## config.mk

```make
export PLATFORM = sky130hd
export DESIGN_NAME = serial_ctrl
export DESIGN_NICKNAME = d
export VERILOG_FILES = /design/src/serial_ctrl_pkg.sv /design/src/irq_bit.sv /design/src/serial_ctrl.sv /design/src/sync2.sv
export SDC_FILE = /design/constraint.sdc
export NUM_CORES = 1
export LEC_CHECK = 0
export ABC_CLOCK_PERIOD_IN_PS = 2600
export BUFFER_PORTS_ARGS = -buffer_cell sky130_fd_sc_hd__buf_2
export CORE_ASPECT_RATIO = 1.2
export CORE_MARGIN = 5
export CORE_UTILIZATION = 50
export CTS_BUF_LIST = sky130_fd_sc_hd__clkbuf_4
export DETAILED_ROUTE_END_ITERATION = 6
export PLACE_DENSITY = 0.87
export SLEW_MARGIN = 20
export SYNTH_ARGS = -nofsm -noshare
export SYNTH_HDL_FRONTEND = slang
export SYNTH_SLANG_ARGS = --single-unit
export TNS_END_PERCENT = 50
```

## constraint.sdc

```tcl
create_clock -name clk_i -period 2.6 [get_ports clk_i]
set_input_delay 0.52 -clock clk_i [delete_from_list [all_inputs] [get_ports clk_i]]
set_output_delay 0.52 -clock clk_i [all_outputs]
set_load 0.1 [all_outputs]
```

## src/serial_ctrl_pkg.sv

```systemverilog
// Summary of operation
// - A setting makes the controller interrupt either edge or level triggered.
// - Two-bit mode: 0 disabled, 1 UART, 2 SPI; resets to disabled.
// - In UART mode request-to-send drives only with flow control; clear-to-send is input.
// - UART parity error sets pending bit 14, framing error sets bit 13.
// - Transmit DMA buffer B unloaded sets bit 12, buffer A sets bit 11.
// - Receive DMA buffer B complete sets bit 10, buffer A sets bit 9.
// - Transmit underrun sets pending bit 4.
// - Receive overrun sets pending bit 3.
// - Transmitter idle sets pending bit 2.
// - Transmit buffer with free room sets pending bit 1.
// - Receive buffer holding unread data sets pending bit 0.
// - Enable register mirrors pending layout; resets to zero.
// - SPI mode is slave only; clock and select are inputs.
package serial_ctrl_pkg;

   // ---------------------------------------------------------------
   // Register map
   // ---------------------------------------------------------------
   localparam logic [31:0] PENDING_ADDR = 32'h4000a808;
   localparam logic [31:0] ENABLE_ADDR  = 32'h4000a848;
   localparam logic [31:0] TRIGGER_ADDR = 32'h4000a84c;
   localparam logic [31:0] MODE_ADDR    = 32'h4000c854;
   localparam logic [31:0] FLOW_ADDR    = 32'h4000c858;
   localparam logic [31:0] RESET_WORD   = 32'h00000000;

   // ---------------------------------------------------------------
   // Fields
   // ---------------------------------------------------------------
   localparam int          NUM_SRC      = 15;
   localparam logic [14:0] SRC_VALID    = 15'h7e1f;
   localparam logic [1:0]  MODE_OFF     = 2'h0;
   localparam logic [1:0]  MODE_UART    = 2'h1;
   localparam logic [1:0]  MODE_SPI     = 2'h2;
   localparam int          BIT_PARITY   = 14;
   localparam int          BIT_FRAMING  = 13;
   localparam int          BIT_TXDMA_B  = 12;
   localparam int          BIT_TXDMA_A  = 11;
   localparam int          BIT_RXDMA_B  = 10;
   localparam int          BIT_RXDMA_A  = 9;
   localparam int          BIT_UNDERRUN = 4;
   localparam int          BIT_OVERRUN  = 3;
   localparam int          BIT_IDLE     = 2;
   localparam int          BIT_SPACE    = 1;
   localparam int          BIT_RXDATA   = 0;

endpackage

```

## src/irq_bit.sv

```systemverilog
`timescale 1ns/1ns
module irq_bit (
   input  wire logic clk_i,
   input  wire logic rst_i,
   input  wire logic en_i,
   input  wire logic set_i,
   input  wire logic clr_i,
   output logic      flag_o
);
   // Set wins over clear so no event is lost
   always_ff @(posedge clk_i) begin
      if (rst_i) begin
         flag_o <= 1'b0;
      end else if (en_i) begin
         if (set_i) begin
            flag_o <= 1'b1;
         end else if (clr_i) begin
            flag_o <= 1'b0;
         end
      end
   end
endmodule

```

## src/serial_ctrl.sv

```systemverilog
`timescale 1ns/1ns
module serial_ctrl
   import serial_ctrl_pkg::*;
(
   input  wire logic        clk_i,
   input  wire logic        rst_i,
   input  wire logic        ce_i,
   input  wire logic [31:0] addr_i,
   input  wire logic [31:0] wdata_i,
   input  wire logic        wr_i,
   input  wire logic        rd_i,
   output logic      [31:0] rdata_o,
   input  wire logic        parity_err_i,
   input  wire logic        framing_err_i,
   input  wire logic        tx_dma_b_done_i,
   input  wire logic        tx_dma_a_done_i,
   input  wire logic        rx_dma_b_done_i,
   input  wire logic        rx_dma_a_done_i,
   input  wire logic        tx_underrun_i,
   input  wire logic        rx_overrun_i,
   input  wire logic        tx_idle_i,
   input  wire logic        tx_space_i,
   input  wire logic        rx_has_data_i,
   input  wire logic        cts_n_i,
   input  wire logic        rts_n_req_i,
   output logic             rts_n_o,
   output logic             rts_oe_o,
   input  wire logic        spi_sclk_i,
   input  wire logic        spi_ssel_n_i,
   output logic             spi_sclk_rise_o,
   output logic             spi_selected_o,
   output logic             cts_ok_o,
   output logic [1:0]       mode_o,
   output logic             irq_o
);

   // ---------------------------------------------------------------
   // Registers and decode
   // ---------------------------------------------------------------
   typedef enum logic [2:0] {
      ST_OFF  = 3'b001,
      ST_UART = 3'b010,
      ST_SPI  = 3'b100
   } mode_state_t;

   mode_state_t          state_q;
   logic [1:0]           mode_q;
   logic [NUM_SRC-1:0]   enable_q;
   logic                 trigger_edge_q;
   logic                 flow_ctrl_q;
   logic [NUM_SRC-1:0]   pending;
   logic [NUM_SRC-1:0]   events;
   logic [NUM_SRC-1:0]   clear;
   logic                 wr_pend;
   logic                 wr_en;
   logic                 wr_mode;
   logic                 wr_trig;
   logic                 wr_flow;
   logic                 level_req;
   logic                 level_req_q;
   logic [2:0]           pin_sync;
   logic                 sclk_prev_q;
   logic                 uart_on;
   logic                 spi_on;

   assign wr_pend = wr_i && (addr_i == PENDING_ADDR);
   assign wr_en   = wr_i && (addr_i == ENABLE_ADDR);
   assign wr_mode = wr_i && (addr_i == MODE_ADDR);
   assign wr_trig = wr_i && (addr_i == TRIGGER_ADDR);
   assign wr_flow = wr_i && (addr_i == FLOW_ADDR);
   assign uart_on = (state_q == ST_UART);
   assign spi_on  = (state_q == ST_SPI);

   always_ff @(posedge clk_i) begin
      if (rst_i) begin
         mode_q  <= MODE_OFF;
         state_q <= ST_OFF;
      end else if (ce_i && wr_mode) begin
         mode_q <= wdata_i[1:0];
         case (wdata_i[1:0])
            MODE_UART: begin
               state_q <= ST_UART;
            end
            MODE_SPI: begin
               state_q <= ST_SPI;
            end
            default: begin
               state_q <= ST_OFF;
            end
         endcase
      end
   end

   always_ff @(posedge clk_i) begin
      if (rst_i) begin
         enable_q <= RESET_WORD[NUM_SRC-1:0];
      end else if (ce_i && wr_en) begin
         enable_q <= wdata_i[NUM_SRC-1:0] & SRC_VALID;
      end
   end

   always_ff @(posedge clk_i) begin
      if (rst_i) begin
         trigger_edge_q <= 1'b0;
         flow_ctrl_q    <= 1'b0;
      end else if (ce_i) begin
         if (wr_trig) begin
            trigger_edge_q <= wdata_i[0];
         end
         if (wr_flow) begin
            flow_ctrl_q <= wdata_i[0];
         end
      end
   end

   // ---------------------------------------------------------------
   // Pending flags
   // ---------------------------------------------------------------
   // UART errors only count while UART mode is selected
   always_comb begin
      events               = '0;
      events[BIT_PARITY]   = parity_err_i && uart_on;
      events[BIT_FRAMING]  = framing_err_i && uart_on;
      events[BIT_TXDMA_B]  = tx_dma_b_done_i;
      events[BIT_TXDMA_A]  = tx_dma_a_done_i;
      events[BIT_RXDMA_B]  = rx_dma_b_done_i;
      events[BIT_RXDMA_A]  = rx_dma_a_done_i;
      events[BIT_UNDERRUN] = tx_underrun_i;
      events[BIT_OVERRUN]  = rx_overrun_i;
      events[BIT_IDLE]     = tx_idle_i;
      events[BIT_SPACE]    = tx_space_i;
      events[BIT_RXDATA]   = rx_has_data_i;
   end

   assign clear = wr_pend ? wdata_i[NUM_SRC-1:0] : '0;

   genvar gi;
   generate
      for (gi = 0; gi < NUM_SRC; gi++) begin : g_src
         if (SRC_VALID[gi]) begin : g_on
            irq_bit u_bit (
               .clk_i  (clk_i),
               .rst_i  (rst_i),
               .en_i   (ce_i),
               .set_i  (events[gi]),
               .clr_i  (clear[gi]),
               .flag_o (pending[gi])
            );
         end else begin : g_off
            assign pending[gi] = 1'b0;
         end
      end
   endgenerate

   // ---------------------------------------------------------------
   // Interrupt output
   // ---------------------------------------------------------------
   // Edge style gives a one-cycle pulse on each rise of the request
   assign level_req = |(pending & enable_q);

   always_ff @(posedge clk_i) begin
      if (rst_i) begin
         level_req_q <= 1'b0;
         irq_o       <= 1'b0;
      end else if (ce_i) begin
         level_req_q <= level_req;
         irq_o       <= trigger_edge_q ? (level_req && !level_req_q) : level_req;
      end
   end

   // ---------------------------------------------------------------
   // Pins
   // ---------------------------------------------------------------
   sync2 #(.W(3)) u_sync (
      .clk_i (clk_i),
      .rst_i (rst_i),
      .en_i  (ce_i),
      .d_i   ({cts_n_i, spi_sclk_i, spi_ssel_n_i}),
      .q_o   (pin_sync)
   );

   always_ff @(posedge clk_i) begin
      if (rst_i) begin
         rts_n_o         <= 1'b1;
         rts_oe_o        <= 1'b0;
         cts_ok_o        <= 1'b0;
         sclk_prev_q     <= 1'b0;
         spi_sclk_rise_o <= 1'b0;
         spi_selected_o  <= 1'b0;
         mode_o          <= MODE_OFF;
         rdata_o         <= RESET_WORD;
      end else if (ce_i) begin
         rts_oe_o        <= uart_on && flow_ctrl_q;
         rts_n_o         <= !(uart_on && flow_ctrl_q) || rts_n_req_i;
         cts_ok_o        <= uart_on && (!flow_ctrl_q || !pin_sync[2]);
         sclk_prev_q     <= pin_sync[1];
         spi_sclk_rise_o <= spi_on && pin_sync[1] && !sclk_prev_q;
         spi_selected_o  <= spi_on && !pin_sync[0];
         mode_o          <= mode_q;
         rdata_o         <= RESET_WORD;
         if (rd_i) begin
            case (addr_i)
               PENDING_ADDR: begin
                  rdata_o <= {17'h00000, pending};
               end
               ENABLE_ADDR: begin
                  rdata_o <= {17'h00000, enable_q};
               end
               TRIGGER_ADDR: begin
                  rdata_o <= {31'h00000000, trigger_edge_q};
               end
               MODE_ADDR: begin
                  rdata_o <= {30'h00000000, mode_q};
               end
               FLOW_ADDR: begin
                  rdata_o <= {31'h00000000, flow_ctrl_q};
               end
               default: begin
                  rdata_o <= RESET_WORD;
               end
            endcase
         end
      end
   end

   // ---------------------------------------------------------------
   // Checks
   // ---------------------------------------------------------------
   // Flags and outputs are registered, so effects are checked one cycle on
   mode_reset_a: assert property (@(posedge clk_i) $past(rst_i) |-> mode_o == MODE_OFF)
      else $error("mode not disabled after reset");
   enable_reset_a: assert property (@(posedge clk_i) $past(rst_i) |-> enable_q == '0)
      else $error("enable not zero after reset");
   mode_uart_a: assert property (@(posedge clk_i) disable iff (rst_i)
      ce_i && wr_mode && wdata_i[1:0] == MODE_UART |=> uart_on)
      else $error("uart mode not selected");
   mode_spi_a: assert property (@(posedge clk_i) disable iff (rst_i)
      ce_i && wr_mode && wdata_i[1:0] == MODE_SPI |=> spi_on)
      else $error("spi mode not selected");
   mode_idle_a: assert property (@(posedge clk_i) disable iff (rst_i)
      ce_i && wr_mode && wdata_i[1:0] != MODE_UART && wdata_i[1:0] != MODE_SPI |=> state_q == ST_OFF)
      else $error("unused mode not disabled");
   mode_copy_a: assert property (@(posedge clk_i) disable iff (rst_i)
      ce_i && wr_mode |=> mode_q == $past(wdata_i[1:0]))
      else $error("mode field not stored");
   enable_write_a: assert property (@(posedge clk_i) disable iff (rst_i)
      ce_i && wr_en |=> enable_q == ($past(wdata_i[NUM_SRC-1:0]) & SRC_VALID))
      else $error("enable write not stored");
   parity_sets_a: assert property (@(posedge clk_i) disable iff (rst_i)
      ce_i && parity_err_i && uart_on |=> pending[BIT_PARITY])
      else $error("parity error not flagged");
   framing_sets_a: assert property (@(posedge clk_i) disable iff (rst_i)
      ce_i && framing_err_i && uart_on |=> pending[BIT_FRAMING])
      else $error("framing error not flagged");
   uart_parity_a: assert property (@(posedge clk_i) disable iff (rst_i)
      ce_i && !uart_on && !pending[BIT_PARITY] |=> !pending[BIT_PARITY])
      else $error("parity flagged outside uart mode");
   uart_framing_a: assert property (@(posedge clk_i) disable iff (rst_i)
      ce_i && !uart_on && !pending[BIT_FRAMING] |=> !pending[BIT_FRAMING])
      else $error("framing flagged outside uart mode");
   txb_done_a: assert property (@(posedge clk_i) disable iff (rst_i)
      ce_i && tx_dma_b_done_i |=> pending[BIT_TXDMA_B])
      else $error("tx buffer b not flagged");
   txa_done_a: assert property (@(posedge clk_i) disable iff (rst_i)
      ce_i && tx_dma_a_done_i |=> pending[BIT_TXDMA_A])
      else $error("tx buffer a not flagged");
   rxb_done_a: assert property (@(posedge clk_i) disable iff (rst_i)
      ce_i && rx_dma_b_done_i |=> pending[BIT_RXDMA_B])
      else $error("rx buffer b not flagged");
   rxa_done_a: assert property (@(posedge clk_i) disable iff (rst_i)
      ce_i && rx_dma_a_done_i |=> pending[BIT_RXDMA_A])
      else $error("rx buffer a not flagged");
   event_sets_a: assert property (@(posedge clk_i) disable iff (rst_i)
      ce_i && tx_underrun_i |=> pending[BIT_UNDERRUN])
      else $error("underrun not flagged");
   overrun_sets_a: assert property (@(posedge clk_i) disable iff (rst_i)
      ce_i && rx_overrun_i |=> pending[BIT_OVERRUN])
      else $error("overrun not flagged");
   idle_sets_a: assert property (@(posedge clk_i) disable iff (rst_i)
      ce_i && tx_idle_i |=> pending[BIT_IDLE])
      else $error("idle not flagged");
   space_sets_a: assert property (@(posedge clk_i) disable iff (rst_i)
      ce_i && tx_space_i |=> pending[BIT_SPACE])
      else $error("tx space not flagged");
   rxdata_sets_a: assert property (@(posedge clk_i) disable iff (rst_i)
      ce_i && rx_has_data_i |=> pending[BIT_RXDATA])
      else $error("rx data not flagged");
   zero_keeps_a: assert property (@(posedge clk_i) disable iff (rst_i)
      ce_i && wr_pend && !wdata_i[BIT_OVERRUN] && pending[BIT_OVERRUN] |=> pending[BIT_OVERRUN])
      else $error("write zero cleared flag");
   one_clears_a: assert property (@(posedge clk_i) disable iff (rst_i)
      ce_i && wr_pend && wdata_i[BIT_IDLE] && !tx_idle_i |=> !pending[BIT_IDLE])
      else $error("write one did not clear");
   level_irq_a: assert property (@(posedge clk_i) disable iff (rst_i)
      ce_i && !trigger_edge_q |=> irq_o == $past(level_req))
      else $error("level irq mismatch");
   // A switch from level to edge style may still show one level cycle
   edge_pulse_a: assert property (@(posedge clk_i) disable iff (rst_i)
      $past(ce_i) && $past(ce_i, 2) && $past(trigger_edge_q) && irq_o |-> !$past(irq_o))
      else $error("edge irq longer than a pulse");
   edge_first_a: assert property (@(posedge clk_i) disable iff (rst_i)
      ce_i && trigger_edge_q && level_req && !level_req_q |=> irq_o)
      else $error("edge irq pulse missing");
   rts_drive_a: assert property (@(posedge clk_i) disable iff (rst_i)
      rts_oe_o && $past(ce_i) |-> $past(uart_on && flow_ctrl_q))
      else $error("rts driven without flow control");
   rts_idle_a: assert property (@(posedge clk_i) disable iff (rst_i) !rts_oe_o |-> rts_n_o)
      else $error("rts low while not driven");
   spi_select_a: assert property (@(posedge clk_i) disable iff (rst_i)
      spi_selected_o && $past(ce_i) |-> $past(spi_on))
      else $error("select seen outside spi mode");
   // Stale read data would look like a second answer
   read_idle_a: assert property (@(posedge clk_i) disable iff (rst_i)
      $past(ce_i) && !$past(rd_i) |-> rdata_o == RESET_WORD)
      else $error("read data outside read cycle");
   hold_state_a: assert property (@(posedge clk_i) disable iff (rst_i)
      !ce_i |=> pending == $past(pending) && enable_q == $past(enable_q) && mode_q == $past(mode_q))
      else $error("state moved while enable low");
endmodule

```

## src/sync2.sv

```systemverilog
`timescale 1ns/1ns
module sync2 #(
   parameter int W = 1
) (
   input  wire logic         clk_i,
   input  wire logic         rst_i,
   input  wire logic         en_i,
   input  wire logic [W-1:0] d_i,
   output logic      [W-1:0] q_o
);
   logic [W-1:0] meta_q;

   always_ff @(posedge clk_i) begin
      if (rst_i) begin
         meta_q <= '0;
         q_o    <= '0;
      end else if (en_i) begin
         meta_q <= d_i;
         q_o    <= meta_q;
      end
   end
endmodule

```

## Word level (Yosys, flattened, before mapping)

Index checks and enable logic that the tools add are counted.

| storage, ports and cells | value |
|---|---|
| input port bits | 84 |
| memory bits (writable) | 0 |
| register bits after elaboration | 77 |
| latch bits | 0 |
| bits in read-only memories | 0 |
| logic and storage cells | 113 |
| memories kept | 0 |

| cells by class | value |
|---|---|
| add/subtract/negate cells | 0 |
| bitwise gates (word level) | 1 |
| $mul | 0 |
| div/mod/pow operators | 0 |
| reduce and logical (&&, ||, !) cells | 48 |
| $lt $le $gt $ge | 0 |
| muxes and demuxes | 27 |
| equal/unequal tests | 9 |
| shifts and indexed selects | 0 |

Operators by type and width:

| kind | count |
|---|---|
| 32-bit by 31-bit == test with 1-bit output (second input constant) | 5 |
| 15-bit case mux with 5 select lines | 1 |
| 15-bit two-way mux | 2 |
| 2-bit AND reduction | 13 |
| 1-bit two-way mux | 23 |
| 2-bit nonzero test | 11 |
| 15-bit bitwise AND | 1 |
| 1-bit logical AND | 15 |
| 15-bit OR reduction | 1 |
| 1-bit logical NOT | 6 |
| 3-bit case mux with 2 select lines | 1 |
| 3-bit by 2-bit == test with 1-bit output (second input constant) | 1 |
| 3-bit == test (second input constant) | 1 |
| 2-bit by 1-bit == test with 1-bit output (second input constant) | 1 |
| 2-bit == test (second input constant) | 1 |
| 1-bit logical OR | 2 |

## Logic depth before layout (Yosys ltp)

Gate-level depths: netlist of run 1.

| logic depth | value |
|---|---|
| depth in word-level cells | 5 |
| depth in mapped cells | 7 |

## By module

From an unflattened synthesis of run 1, not the netlist that was laid out.

| unflattened totals | value |
|---|---|
| cell total of the unflattened synthesis | 325 |
| area, all modules | 2867.8 um^2 |

By module, submodules not included:

| module | instances | seq. area each (um^2) | cells an instance | area an instance (um^2) |
|---|---|---|---|---|
| serial_ctrl | 1 | 780.7 | 262 | 2185.8 |
| irq_bit | 11 | 20.0 | 4 | 42.5 |
| sync2 | 1 | 120.1 | 19 | 214.0 |

## Worst setup path before layout of run 1

No wires, ideal clock.

| path | value |
|---|---|
| kind | input to register |
| start point | in addr_i[21] |
| end point | reg mode_q[0] |
| library setup time | 0.072 ns |
| data arrival time | 2.114 ns |
| buffers on the path | 2 |
| slack | 0.414 ns |
| stages | 6 |
| cell sequence | or4_1 -> or3_1 -> buf_2 -> and4bb_1 -> buf_4 -> mux2i_1 |

| on the way | value |
|---|---|
| cells in the longest elaborated chain, start to end | 3 |

Ends and longest elaborated chain:

| what | RTL line | RTL |
|---|---|---|
| start: declaration | serial_ctrl.sv:8 | `input wire logic [31:0] addr_i,` |
| 32-bit by 31-bit == test with 1-bit output | serial_ctrl.sv:68 | `assign wr_mode = wr_i && (addr_i == MODE_ADDR);` |
| 1-bit logical AND | serial_ctrl.sv:68 |  |
| 1-bit logical AND | serial_ctrl.sv:78 | `end else if (ce_i && wr_mode) begin` |
| end signal: assignment | serial_ctrl.sv:79 | `mode_q <= wdata_i[1:0];` |
| end: declaration | serial_ctrl.sv:47 | `logic [1:0] mode_q;` |

Every way passes these cells.
A chain may end at the register's enable or synchronous reset.

## Worst setup path after layout of run 1

| path | value |
|---|---|
| start point | in addr_i[20] |
| end point | reg state_q[2] |

| on the way | value |
|---|---|
| cells in the longest elaborated chain, start to end | 3 |

Ends and longest elaborated chain:

| what | RTL line | RTL |
|---|---|---|
| 32-bit by 31-bit == test with 1-bit output | serial_ctrl.sv:68 |  |
| 1-bit logical AND | serial_ctrl.sv:68 |  |
| 1-bit logical AND | serial_ctrl.sv:78 |  |
| end signal: assignment | serial_ctrl.sv:77 | `state_q <= ST_OFF;` |
| end signal: assignment | serial_ctrl.sv:82 | `state_q <= ST_UART;` |
| end signal: assignment | serial_ctrl.sv:85 | `state_q <= ST_SPI;` |
| end: declaration | serial_ctrl.sv:46 | `mode_state_t state_q;` |

Every way passes these cells.

==> results.py, run 1 <==
metrics = {
    "outcome": {
        "status": "complete, no violations",
    },
    "die": {
        "rows": 30,
        "chipWidth_microns": 79.8,
        "start_util": 0.516,
        "core_area_sq_um": 5670,
        "ios": 124,
        "die_h_microns": 93.8,
        "die_area_sq_um": 7490,
    },
    "detailed_routing": {
        "wl_mm": 7.13,
        "via_count": 2554,
        "wire_per_inst_microns": 14.6,
        "viasPerCell": 5.23,
        "ant_nets": 0,
        "drtIter0Drc": 241,
        "drcViolationCount": 0,
        "dr.pass1.iters": 4,
    },
    "synth": {
        "ys_types": 49,
        "async_flop_share": 0,
        "synth_ff_type": "dfxtp_1",
        "yosysSeqAreaShare": 0.383,
        "ys_warn_count": 0,
        "synth_area_sq_um": 2930,
        "avgSynthCellArea_sq_um": 8.76,
        "synth_edf_count": 0,
        "syn_inst": 334,
        "ys_seq_elements": 56,
    },
    "cells_and_area": {
        "nets": 493,
        "fillers": 497,
        "seq_area_sq_um": 1120,
        "stdcell_count": 488,
        "multi_input_area_sq_um": 1570,
        "final_common_cell": "buf_2",
        "drive_above_1_share": 0.275,
        "layout_common_cells": "buf_2 (81), dfxtp_1 (56), nand2b_1 (44)",
        "antennaDiodeCount": 0,
        "fin_area_sq_um": 3390,
        "fin_util": 0.599,
        "syn_to_final_growth_pct": 15.9,
    },
    "cts": {
        "post_cts_resized": 0,
        "numCtsBuffers": 5,
        "cts.reportedPaths.clkPinSlew_ns": 0.16,
        "postCtsSetupBuffers": 0,
        "cts_hold_buf": 0,
        "clockBufferDepth": 2,
        "htreeDepth": 2,
        "cts_num_sinks": 56,
        "clock-root-buffer": "clkbuf_4",
        "clkLatencyLatePin_ns": 0.38,
        "cts_tree": "built",
    },
    "grt": {
        "grt_pass1_wl_mm": 11.1,
        "antenna_found_initial": 0,
        "grt_pass1_vias": 2451,
        "overflow": 0,
        "grt_max_degree": 42,
        "grtUsageTotal": 0.186,
    },
    "critical_path": {
        "ff2ff_path_depth": 4,
        "worst-setup-path-type": "in2reg",
        "r2r_start": "enable_q[14]",
        "cp-end-kind": "register",
        "startpoint_type": "input pin",
        "reg2reg_slack_ns": 1.26,
        "arrival_ns": 2.45,
        "crit_fanout": 5,
        "timing.rr.end": "irq_o",
        "critPathRequiredTime_ns": 2.92,
    },
    "place": {
        "dpl.hpwl_mm": 5.48,
        "numPortBuffers": 81,
        "place_inst": 480,
        "placed_area_sq_um": 3320,
        "place.gp.congestion": 0.863,
    },
    "timing": {
        "setup_viol": 0,
        "fmax_mhz": 469,
        "tightest_slew_ns": 0.639,
        "rsz0062_at_grt": "false",
        "fin_crit_sh": 0.820,
        "tns_ns": 0,
        "period_needed_ns": 2.13,
        "maxSlewHeadroom": 0.572,
        "hold_viol": 0,
        "drv_slew": 0,
        "final.setup_skew_ns": 0.0168,
    },
    "pwr": {
        "leakagePower_uw": 0.00142,
        "power_density_nw_per_um2": 482,
        "vdd_ir_drop_max_v": 0.000344,
    },
    "hold_path": {
        "whs_path_depth": 3,
        "worstHoldEndpoint": "g_src[9].g_on.u_bit.flag_o",
        "holdCritStartpoint": "rx_dma_a_done_i",
        "hold_path.class": "in2reg",
    },
    "run": {
        "maxCapViolCount": 0,
    },
}
==> state kept, by name, indices dropped and copies added (netlist names) <==
name,flops
mode_q,2
cts_ok_o,1
level_req_q,1
enable_q,11
flow_ctrl_q,1
rdata_o,11
u_sync.meta_q,3
spi_selected_o,1
u_sync.q_o,3
sclk_prev_q,1
trigger_edge_q,1
state_q,3
rts_n_o,1
mode_o,2
spi_sclk_rise_o,1
irq_o,1
rts_oe_o,1
g_src.g_on.u_bit.flag_o,11
==> Yosys cell counts (2+ instances only) <==
master	number	area share
buf_1	2	0.0026
nand2_1	28	0.036
inv_1	15	0.019
nor3_2	2	0.0068
o21ai_0	6	0.010
a22o_1	3	0.0090
dfxtp_1	56	0.38
o32ai_1	3	0.0090
nor4_1	12	0.026
ha_1	2	0.0085
nor2b_1	2	0.0043
nor2_1	19	0.024
buf_4	22	0.056
mux2_2	10	0.038
nor4b_1	4	0.012
nor3_1	3	0.0051
nand4_1	11	0.024
a21oi_1	13	0.022
mux2i_1	28	0.096
clkbuf_1	14	0.018
or3_1	2	0.0043
a221oi_1	2	0.0060
o21ai_1	5	0.0085
buf_2	2	0.0034
nand2b_1	44	0.094
==> through the flow <==
step | hold WS, ns | power, uW | setup WS, ns
global route | 0.331 | 1690 | 0.384
CTS | 0.329 | 1640 | 0.470
global placement | 0.447 | 1180 | 0.132
detailed placement | 0.452 | 1190 | 0.0790
finish | 0.336 | 1640 | 0.467
floorplan | 0.451 | 1140 | 0.414
==> worst max-delay path: stages <==
cell	delay (ns)
buf_2	0.10
or4_4	0.53
or3_1	0.53
and4bb_1	0.52
mux2i_1	0.24
==> cell type report <==
type	count	area share
flip-flops and latches	56	0.330
well taps	80	0.0295
repair buffers	87	0.136
clock inverters	3	0.0111
clock buffers	5	0.0111
inverters	16	0.0177
multi-input cells	241	0.464
==> how the worst max path moves through the flow <==
stage / startpoint / to / slack, ns / depth (start not counted)
2_1_floorplan: addr_i[21] / mode_q[0] / 0.41 / 6
3_3_place_gp: addr_i[20] / state_q[1] / 0.13 / 5
3_5_place_dp: addr_i[20] / state_q[2] / 0.08 / 5
4_1_cts: addr_i[20] / state_q[2] / 0.47 / 5
5_1_grt: addr_i[20] / state_q[0] / 0.38 / 5
6_report: addr_i[20] / state_q[2] / 0.47 / 5
==> kinds of logic (layout without fill, tap and decap cells) <==
family | Yosys count | in the layout | share of synthesized area
AND/OR/NAND/NOR | 141 | 141 | 0.284
other | 1 | 21 | 0.00128
adder cells (fa/ha/maj) | 2 | 2 | 0.00855
AO/OA/AOI/OAI | 39 | 39 | 0.0838
multiplexers | 38 | 38 | 0.134
buffers and inverters | 57 | 111 | 0.105
flip-flops | 56 | 56 | 0.383
==> where the power goes <==
group	total, uW	internal [uW]	switching, uW
registers	888	875	13.1
clock network	466	197	269
logic	282	75.4	206
==> layer usage <==
metal / wire, microns / global-route usage / vias up / part of all wire
met5: 0 / 0 / - / 0
met4: 163 / 0.0732 / 0 / 0.023
met3: 498 / 0.0547 / 13 / 0.070
met2: 3550 / 0.315 / 81 / 0.50
met1: 2920 / 0.219 / 1202 / 0.41
li1: - / - / 1258 / -
No activity file was read; power rests on OpenSTA's default activity.
==> run 2: changes to the inputs <==
--- a/config.mk
+++ b/config.mk
@@ -5,14 +5,15 @@
 export SDC_FILE = /design/constraint.sdc
 export NUM_CORES = 1
 export LEC_CHECK = 0
-export ABC_CLOCK_PERIOD_IN_PS = 2600
+export ABC_AREA = 1
+export ABC_CLOCK_PERIOD_IN_PS = 2029
 export BUFFER_PORTS_ARGS = -buffer_cell sky130_fd_sc_hd__buf_2
 export CORE_ASPECT_RATIO = 1.2
 export CORE_MARGIN = 5
-export CORE_UTILIZATION = 50
+export CORE_UTILIZATION = 49
 export CTS_BUF_LIST = sky130_fd_sc_hd__clkbuf_4
 export DETAILED_ROUTE_END_ITERATION = 6
-export PLACE_DENSITY = 0.87
+export PLACE_DENSITY = 0.86
 export SLEW_MARGIN = 20
 export SYNTH_ARGS = -nofsm -noshare
 export SYNTH_HDL_FRONTEND = slang
==> constraint.sdc (replaced) <==
create_clock -name clk_i -period 2.03 [get_ports clk_i]
set_input_delay 0.406 -clock clk_i [delete_from_list [all_inputs] [get_ports clk_i]]
set_output_delay 0.406 -clock clk_i [all_outputs]
set_load 0.1 [all_outputs]
==> results.py, run 2 <==
metrics = {
    "outcome": {
        "status": "complete, no violations",
    },
    "synth": {
        "syn_inst": 406,
        "synth_most_common_cell": "nand2_1",
        "synth_edf_count": 0,
        "ys_types": 32,
        "synth_ff_type": "dfxtp_1",
        "synth_area_sq_um": 2820,
        "ys_warn_count": 0,
        "avgSynthCellArea_sq_um": 6.94,
        "synth_top_area_cell": "dfxtp_1",
        "async_flop_share": 0,
        "synth_top_area_share": 0.398,
        "netlist_top_cells_area": "dfxtp_1 (40%), nand2_1 (12%), a21oi_1 (8.0%)",
        "ys_seq_elements": 56,
        "synth_common_cells": "nand2_1 (93), dfxtp_1 (56), a21oi_1 (45)",
        "yosysSeqAreaShare": 0.398,
    },
    "critical_path": {
        "startpoint_type": "register",
        "cpPeakStageDelay_ns": 0.43,
        "slowest_stage": "buf_2",
        "worst_path_dominant_cell_family": "buffers and inverters",
        "arrival_ns": 1.20,
        "timing.rr.end": "irq_o",
        "worst-setup-path-type": "reg2out",
        "ff2ff_path_depth": 6,
        "path_cells": "buf_2",
        "crit_buf_inv": 1,
        "crit_fanout": 2,
        "reg2reg_slack_ns": 0.86,
        "critPathRequiredTime_ns": 1.62,
        "cp-end-kind": "primary output",
        "r2r_start": "g_src[11].g_on.u_bit.flag_o",
    },
    "pwr": {
        "leakagePower_uw": 0.00160,
        "vdd_ir_drop_max_v": 0.000421,
        "power_density_nw_per_um2": 624,
    },
    "die": {
        "rows": 30,
        "core_area_sq_um": 5630,
        "die_area_sq_um": 7380,
        "chipWidth_microns": 79.2,
        "ios": 124,
        "start_util": 0.501,
        "die_h_microns": 93.1,
    },
    "grt": {
        "grtUsageTotal": 0.183,
        "use_met1": 0.208,
        "grt_pass1_wl_mm": 11.1,
        "grt_max_degree": 30,
        "antenna_found_initial": 0,
        "met3_usage": 0.0385,
        "grt_pass1_vias": 2620,
        "gr-max-usage-layer": "met2",
        "overflow": 0,
        "gr-usage-met2": 0.340,
    },
    "cts": {
        "htreeDepth": 2,
        "cts.reportedPaths.clkPinSlew_ns": 0.17,
        "cts_hold_buf": 0,
        "cts_tree": "built",
        "cts_num_sinks": 56,
        "numCtsBuffers": 5,
        "clockBufferDepth": 2,
        "postCtsSetupBuffers": 0,
        "clkLatencyLatePin_ns": 0.39,
        "clock-root-buffer": "clkbuf_4",
        "post_cts_resized": 0,
    },
    "place": {
        "numPortBuffers": 81,
        "place.gp.congestion": 0.816,
        "place_inst": 538,
        "dpl.hpwl_mm": 5.01,
    },
    "timing": {
        "final.setup_skew_ns": 0.0227,
        "fin_crit_sh": 0.790,
        "drv_slew": 0,
        "fmax_mhz": 623,
        "period_needed_ns": 1.60,
        "setup_viol": 0,
        "rsz0062_at_grt": "false",
        "hold_viol": 0,
        "tns_ns": 0,
    },
    "cells_and_area": {
        "drive_above_1_share": 0.259,
        "nets": 567,
        "layout_common_cells": "nand2_1 (93), buf_2 (81), dfxtp_1 (56)",
        "fillers": 574,
        "syn_to_final_growth_pct": 14.7,
        "antennaDiodeCount": 0,
        "top_regs": "enable_q: 11 flops, g_src.g_on.u_bit.flag_o: 11 flops, rdata_o: 11 flops",
        "stdcell_count": 546,
        "final_common_cell": "nand2_1",
    },
    "hold_path": {
        "worstHoldEndpoint": "u_sync.meta_q[2]",
        "whs_path_depth": 3,
        "hold_path.class": "in2reg",
        "holdCritStartpoint": "cts_n_i",
    },
    "detailed_routing": {
        "drtIter0Drc": 164,
        "wl_mm": 6.53,
        "viasPerCell": 5.04,
        "drcViolationCount": 0,
        "ant_nets": 0,
        "via_count": 2750,
        "wire_per_inst_microns": 12.0,
        "dr.pass1.iters": 4,
    },
    "run": {
        "maxCapViolCount": 0,
    },
}
-- run 2: cell types whose count changed after synthesis, sizes merged, moves of 25 or more --
| cell | delta |
|---|---|
| nand2 | +68 |
| inv | +27 |
| mux2i | -28 |
| a21oi | +32 |
| o21ai | +25 |
| nand2b | -44 |
| nand3 | +33 |
-- run 2: worst max path at each step --
| stage | startpoint | end | cells past startpoint |
|---|---|---|---|
| after global placement | addr_i[23] | rdata_o[1] | 10 |
| after detailed placement | addr_i[23] | mode_q[1] | 10 |
| after floorplan | addr_i[10] | g_src[0].g_on.u_bit.flag_o | 11 |
| after CTS | rdata_o[2] | rdata_o[2] | 1 |
| after global routing | rdata_o[3] | rdata_o[3] | 1 |
| final | rdata_o[2] | rdata_o[2] | 1 |
-- run 2: power by group --
| group | total (uW) | internal, uW | switching [uW] |
|---|---|---|---|
| sequential | 1140 | 1120 | 16.1 |
| clock | 503 | 141 | 362 |
| combinational | 377 | 82.6 | 294 |
| total | 2020 | 1350 | 672 |
-- run 2: area by class of cell --
class | instances | area (sq um) | share of cell area
tap | 64 | 80.1 | 0.0248
sequential | 56 | 1120 | 0.347
inverter | 43 | 161 | 0.0499
clock buffer | 5 | 37.5 | 0.0116
multi-input combinational | 287 | 1350 | 0.419
timing repair buffer | 88 | 458 | 0.142
clock inverter | 3 | 22.5 | 0.00696
-- run 2: cell families after synthesis --
kind of cell,after synthesis,share of synthesized area
AND/OR/NAND/NOR,175,0.264
AO/OA/AOI/OAI,89,0.179
buffers and inverters,83,0.149
flip-flops,56,0.398
adder cells (fa/ha/maj),2,0.00888
other,1,0.00133
-- run 2: per-layer routing --
layer / vias up / wire length [microns]
met2: 69 / 3480
li1: 1406 / -
met1: 1259 / 2590
met5: - / 0
met3: 16 / 317
met4: 0 / 138
-- run 2: worst min-delay path: stages --
cell and delay (ns):
buf_2 0.07, nor2_1 0.03, nor2_1 0.08
-- run 2: per-stage QoR --
| step | power [uW] | instance area [sq um] | hold slack (ns) | util | worst slack (ns) |
|---|---|---|---|---|---|
| finish | 2020 | 3230 | 0.236 | 0.574 | 0.426 |
| CTS | 2030 | 3230 | 0.223 | 0.574 | 0.410 |
| global route | 2110 | 3230 | 0.222 | 0.574 | 0.355 |
| global placement | 1530 | 3170 | 0.444 | 0.564 | 0.303 |
| floorplan | 1480 | 2890 | 0.434 | - | 0.493 |
| detailed placement | 1540 | 3170 | 0.447 | 0.564 | 0.248 |
==> run 3: changes to the inputs <==
--- a/config.mk
+++ b/config.mk
@@ -6,14 +6,14 @@
 export NUM_CORES = 1
 export LEC_CHECK = 0
 export ABC_AREA = 1
-export ABC_CLOCK_PERIOD_IN_PS = 2029
+export ABC_CLOCK_PERIOD_IN_PS = 1300
 export BUFFER_PORTS_ARGS = -buffer_cell sky130_fd_sc_hd__buf_2
 export CORE_ASPECT_RATIO = 1.2
 export CORE_MARGIN = 5
-export CORE_UTILIZATION = 49
+export CORE_UTILIZATION = 44
 export CTS_BUF_LIST = sky130_fd_sc_hd__clkbuf_4
 export DETAILED_ROUTE_END_ITERATION = 6
-export PLACE_DENSITY = 0.86
+export PLACE_DENSITY = 0.82
 export SLEW_MARGIN = 20
 export SYNTH_ARGS = -nofsm -noshare
 export SYNTH_HDL_FRONTEND = slang
==> constraint.sdc (replaced) <==
create_clock -name clk_i -period 1.3 [get_ports clk_i]
set_input_delay 0.26 -clock clk_i [delete_from_list [all_inputs] [get_ports clk_i]]
set_output_delay 0.26 -clock clk_i [all_outputs]
set_load 0.1 [all_outputs]
==> results.py, run 3 (synthesized netlist as in run 2, its figures left out) <==
metrics = {
    "timing": {
        "fmax_mhz": 802,
        "setup_viol": 0,
        "hold_viol": 0,
        "fin_crit_sh": 0.959,
        "period_needed_ns": 1.25,
        "hold_ws_ns": 0.0867,
        "drv_slew": 0,
        "rsz0062_at_grt": "true",
        "final.setup_skew_ns": 0.00508,
    },
    "critical_path": {
        "ff2ff_path_depth": 6,
        "reg2reg_slack_ns": 0.14,
        "critPathRequiredTime_ns": 1.04,
        "worst-setup-path-type": "reg2out",
        "worst_path_dominant_cell_family": "flip-flops",
        "cp.depth": 1,
        "r2r_start": "g_src[11].g_on.u_bit.flag_o",
        "path_cells": "buf_12",
        "crit_buf_inv": 1,
        "timing.rr.end": "irq_o",
        "cp-end-kind": "primary output",
        "crit_fanout": 2,
        "arrival_ns": 0.99,
        "startpoint_type": "register",
        "slowest_stage": "dfxtp_1",
        "cpPeakStageDelay_ns": 0.41,
    },
    "die": {
        "core_area_sq_um": 6330,
        "rows": 32,
        "die_h_microns": 97.7,
        "chipWidth_microns": 83.1,
        "ios": 124,
        "die_area_sq_um": 8110,
        "start_util": 0.446,
    },
    "detailed_routing": {
        "drtIter0Drc": 150,
        "wire_per_inst_microns": 12.5,
        "ant_nets": 0,
        "wl_mm": 7.18,
        "drcViolationCount": 0,
        "via_count": 2796,
        "dr.pass1.iters": 5,
        "viasPerCell": 4.85,
    },
    "cts": {
        "cts_hold_buf": 0,
        "numCtsBuffers": 5,
        "post_cts_resized": 0,
        "clkLatencyLatePin_ns": 0.38,
        "postCtsSetupBuffers": 0,
        "cts_num_sinks": 56,
        "htreeDepth": 2,
        "cts.reportedPaths.clkPinSlew_ns": 0.15,
        "clock-root-buffer": "clkbuf_4",
        "cts_tree": "built",
        "clockBufferDepth": 2,
    },
    "cells_and_area": {
        "final_common_cell": "nand2_1",
        "top_regs": "enable_q: 11 flops, g_src.g_on.u_bit.flag_o: 11 flops, rdata_o: 11 flops",
        "fin_util": 0.586,
        "drive_above_1_share": 0.297,
        "fin_area_sq_um": 3710,
        "syn_to_final_growth_pct": 31.6,
        "antennaDiodeCount": 0,
        "fillers": 612,
        "nets": 577,
        "layout_common_cells": "nand2_1 (89), buf_2 (62), dfxtp_1 (53)",
    },
    "hold_path": {
        "whs_path_depth": 3,
        "hold_path.class": "in2reg",
        "worstHoldEndpoint": "rts_n_o",
        "holdCritStartpoint": "rts_n_req_i",
    },
    "place": {
        "place.gp.congestion": 0.865,
        "numPortBuffers": 81,
        "placed_area_sq_um": 3650,
        "dpl.hpwl_mm": 5.65,
    },
    "pwr": {
        "leakagePower_uw": 0.00172,
        "vdd_ir_drop_max_v": 0.000649,
        "power_density_nw_per_um2": 864,
    },
    "run": {
        "maxCapViolCount": 0,
    },
    "grt": {
        "grtUsageTotal": 0.177,
        "grt_max_degree": 27,
        "overflow": 0,
        "grt_pass1_wl_mm": 12.1,
        "grt_pass1_vias": 2752,
        "antenna_found_initial": 0,
    },
    "outcome": {
        "status": "complete, no violations",
    },
}
run 3: cell count changes in the layout (fill, tap and decap cells not counted), moves of 3 or more:
cell     delta
nand2_2     +3
dfxtp_2     +3
dfxtp_1     -3
buf_12     +22
nand2_1     -4
buf_4       +7
buf_2      -19
inv_1       -4
run 3: metrics by stage:
step                      cells  power, uW  TNS (ns)  worst slack (ns)
after floorplan             426       2320    -0.524           -0.0742
after global placement      569       2450     -6.86            -0.207
after detailed placement    569       2460     -8.67            -0.258
after CTS                   577       3210         0            0.0205
after global routing        577       3340  -0.00251          -0.00251
final                       577       3200         0            0.0528
run 3: worst max path at each step:
stage          slack [ns]                     endpoint        from
2_1_floorplan       -0.07   g_src[0].g_on.u_bit.flag_o   addr_i[9]
3_3_place_gp        -0.21   g_src[0].g_on.u_bit.flag_o  addr_i[24]
3_5_place_dp        -0.26  g_src[14].g_on.u_bit.flag_o  addr_i[21]
4_1_cts              0.02                   rdata_o[2]  rdata_o[2]
5_1_grt            -0.003                   rdata_o[4]  addr_i[21]
6_report             0.05                   rdata_o[3]  rdata_o[3]
run 3: where the power goes:
group	total (uW)	switching [uW]	internal, uW
Combinational	643	479	163
Clock	777	526	251
Sequential	1780	29.2	1750
run 3: final cells by class:
class	instances	area [sq um]	share of cell area
multi-input combinational	287	1380	0.371
sequential	56	1120	0.303
timing repair buffer	98	856	0.231
inverter	43	189	0.0509
tap	85	106	0.0287
clock buffer	7	52.6	0.0142
clock inverter	1	3.75	0.00101
run 3: layer usage:
| metal | vias to the layer above | track usage | share of wire |
|---|---|---|---|
| met4 | 0 | 0.0692 | 0.016 |
| li1 | 1429 | - | - |
| met2 | 91 | 0.321 | 0.54 |
| met1 | 1265 | 0.200 | 0.39 |
| met5 | - | 0 | 0 |
| met3 | 11 | 0.0373 | 0.052 |
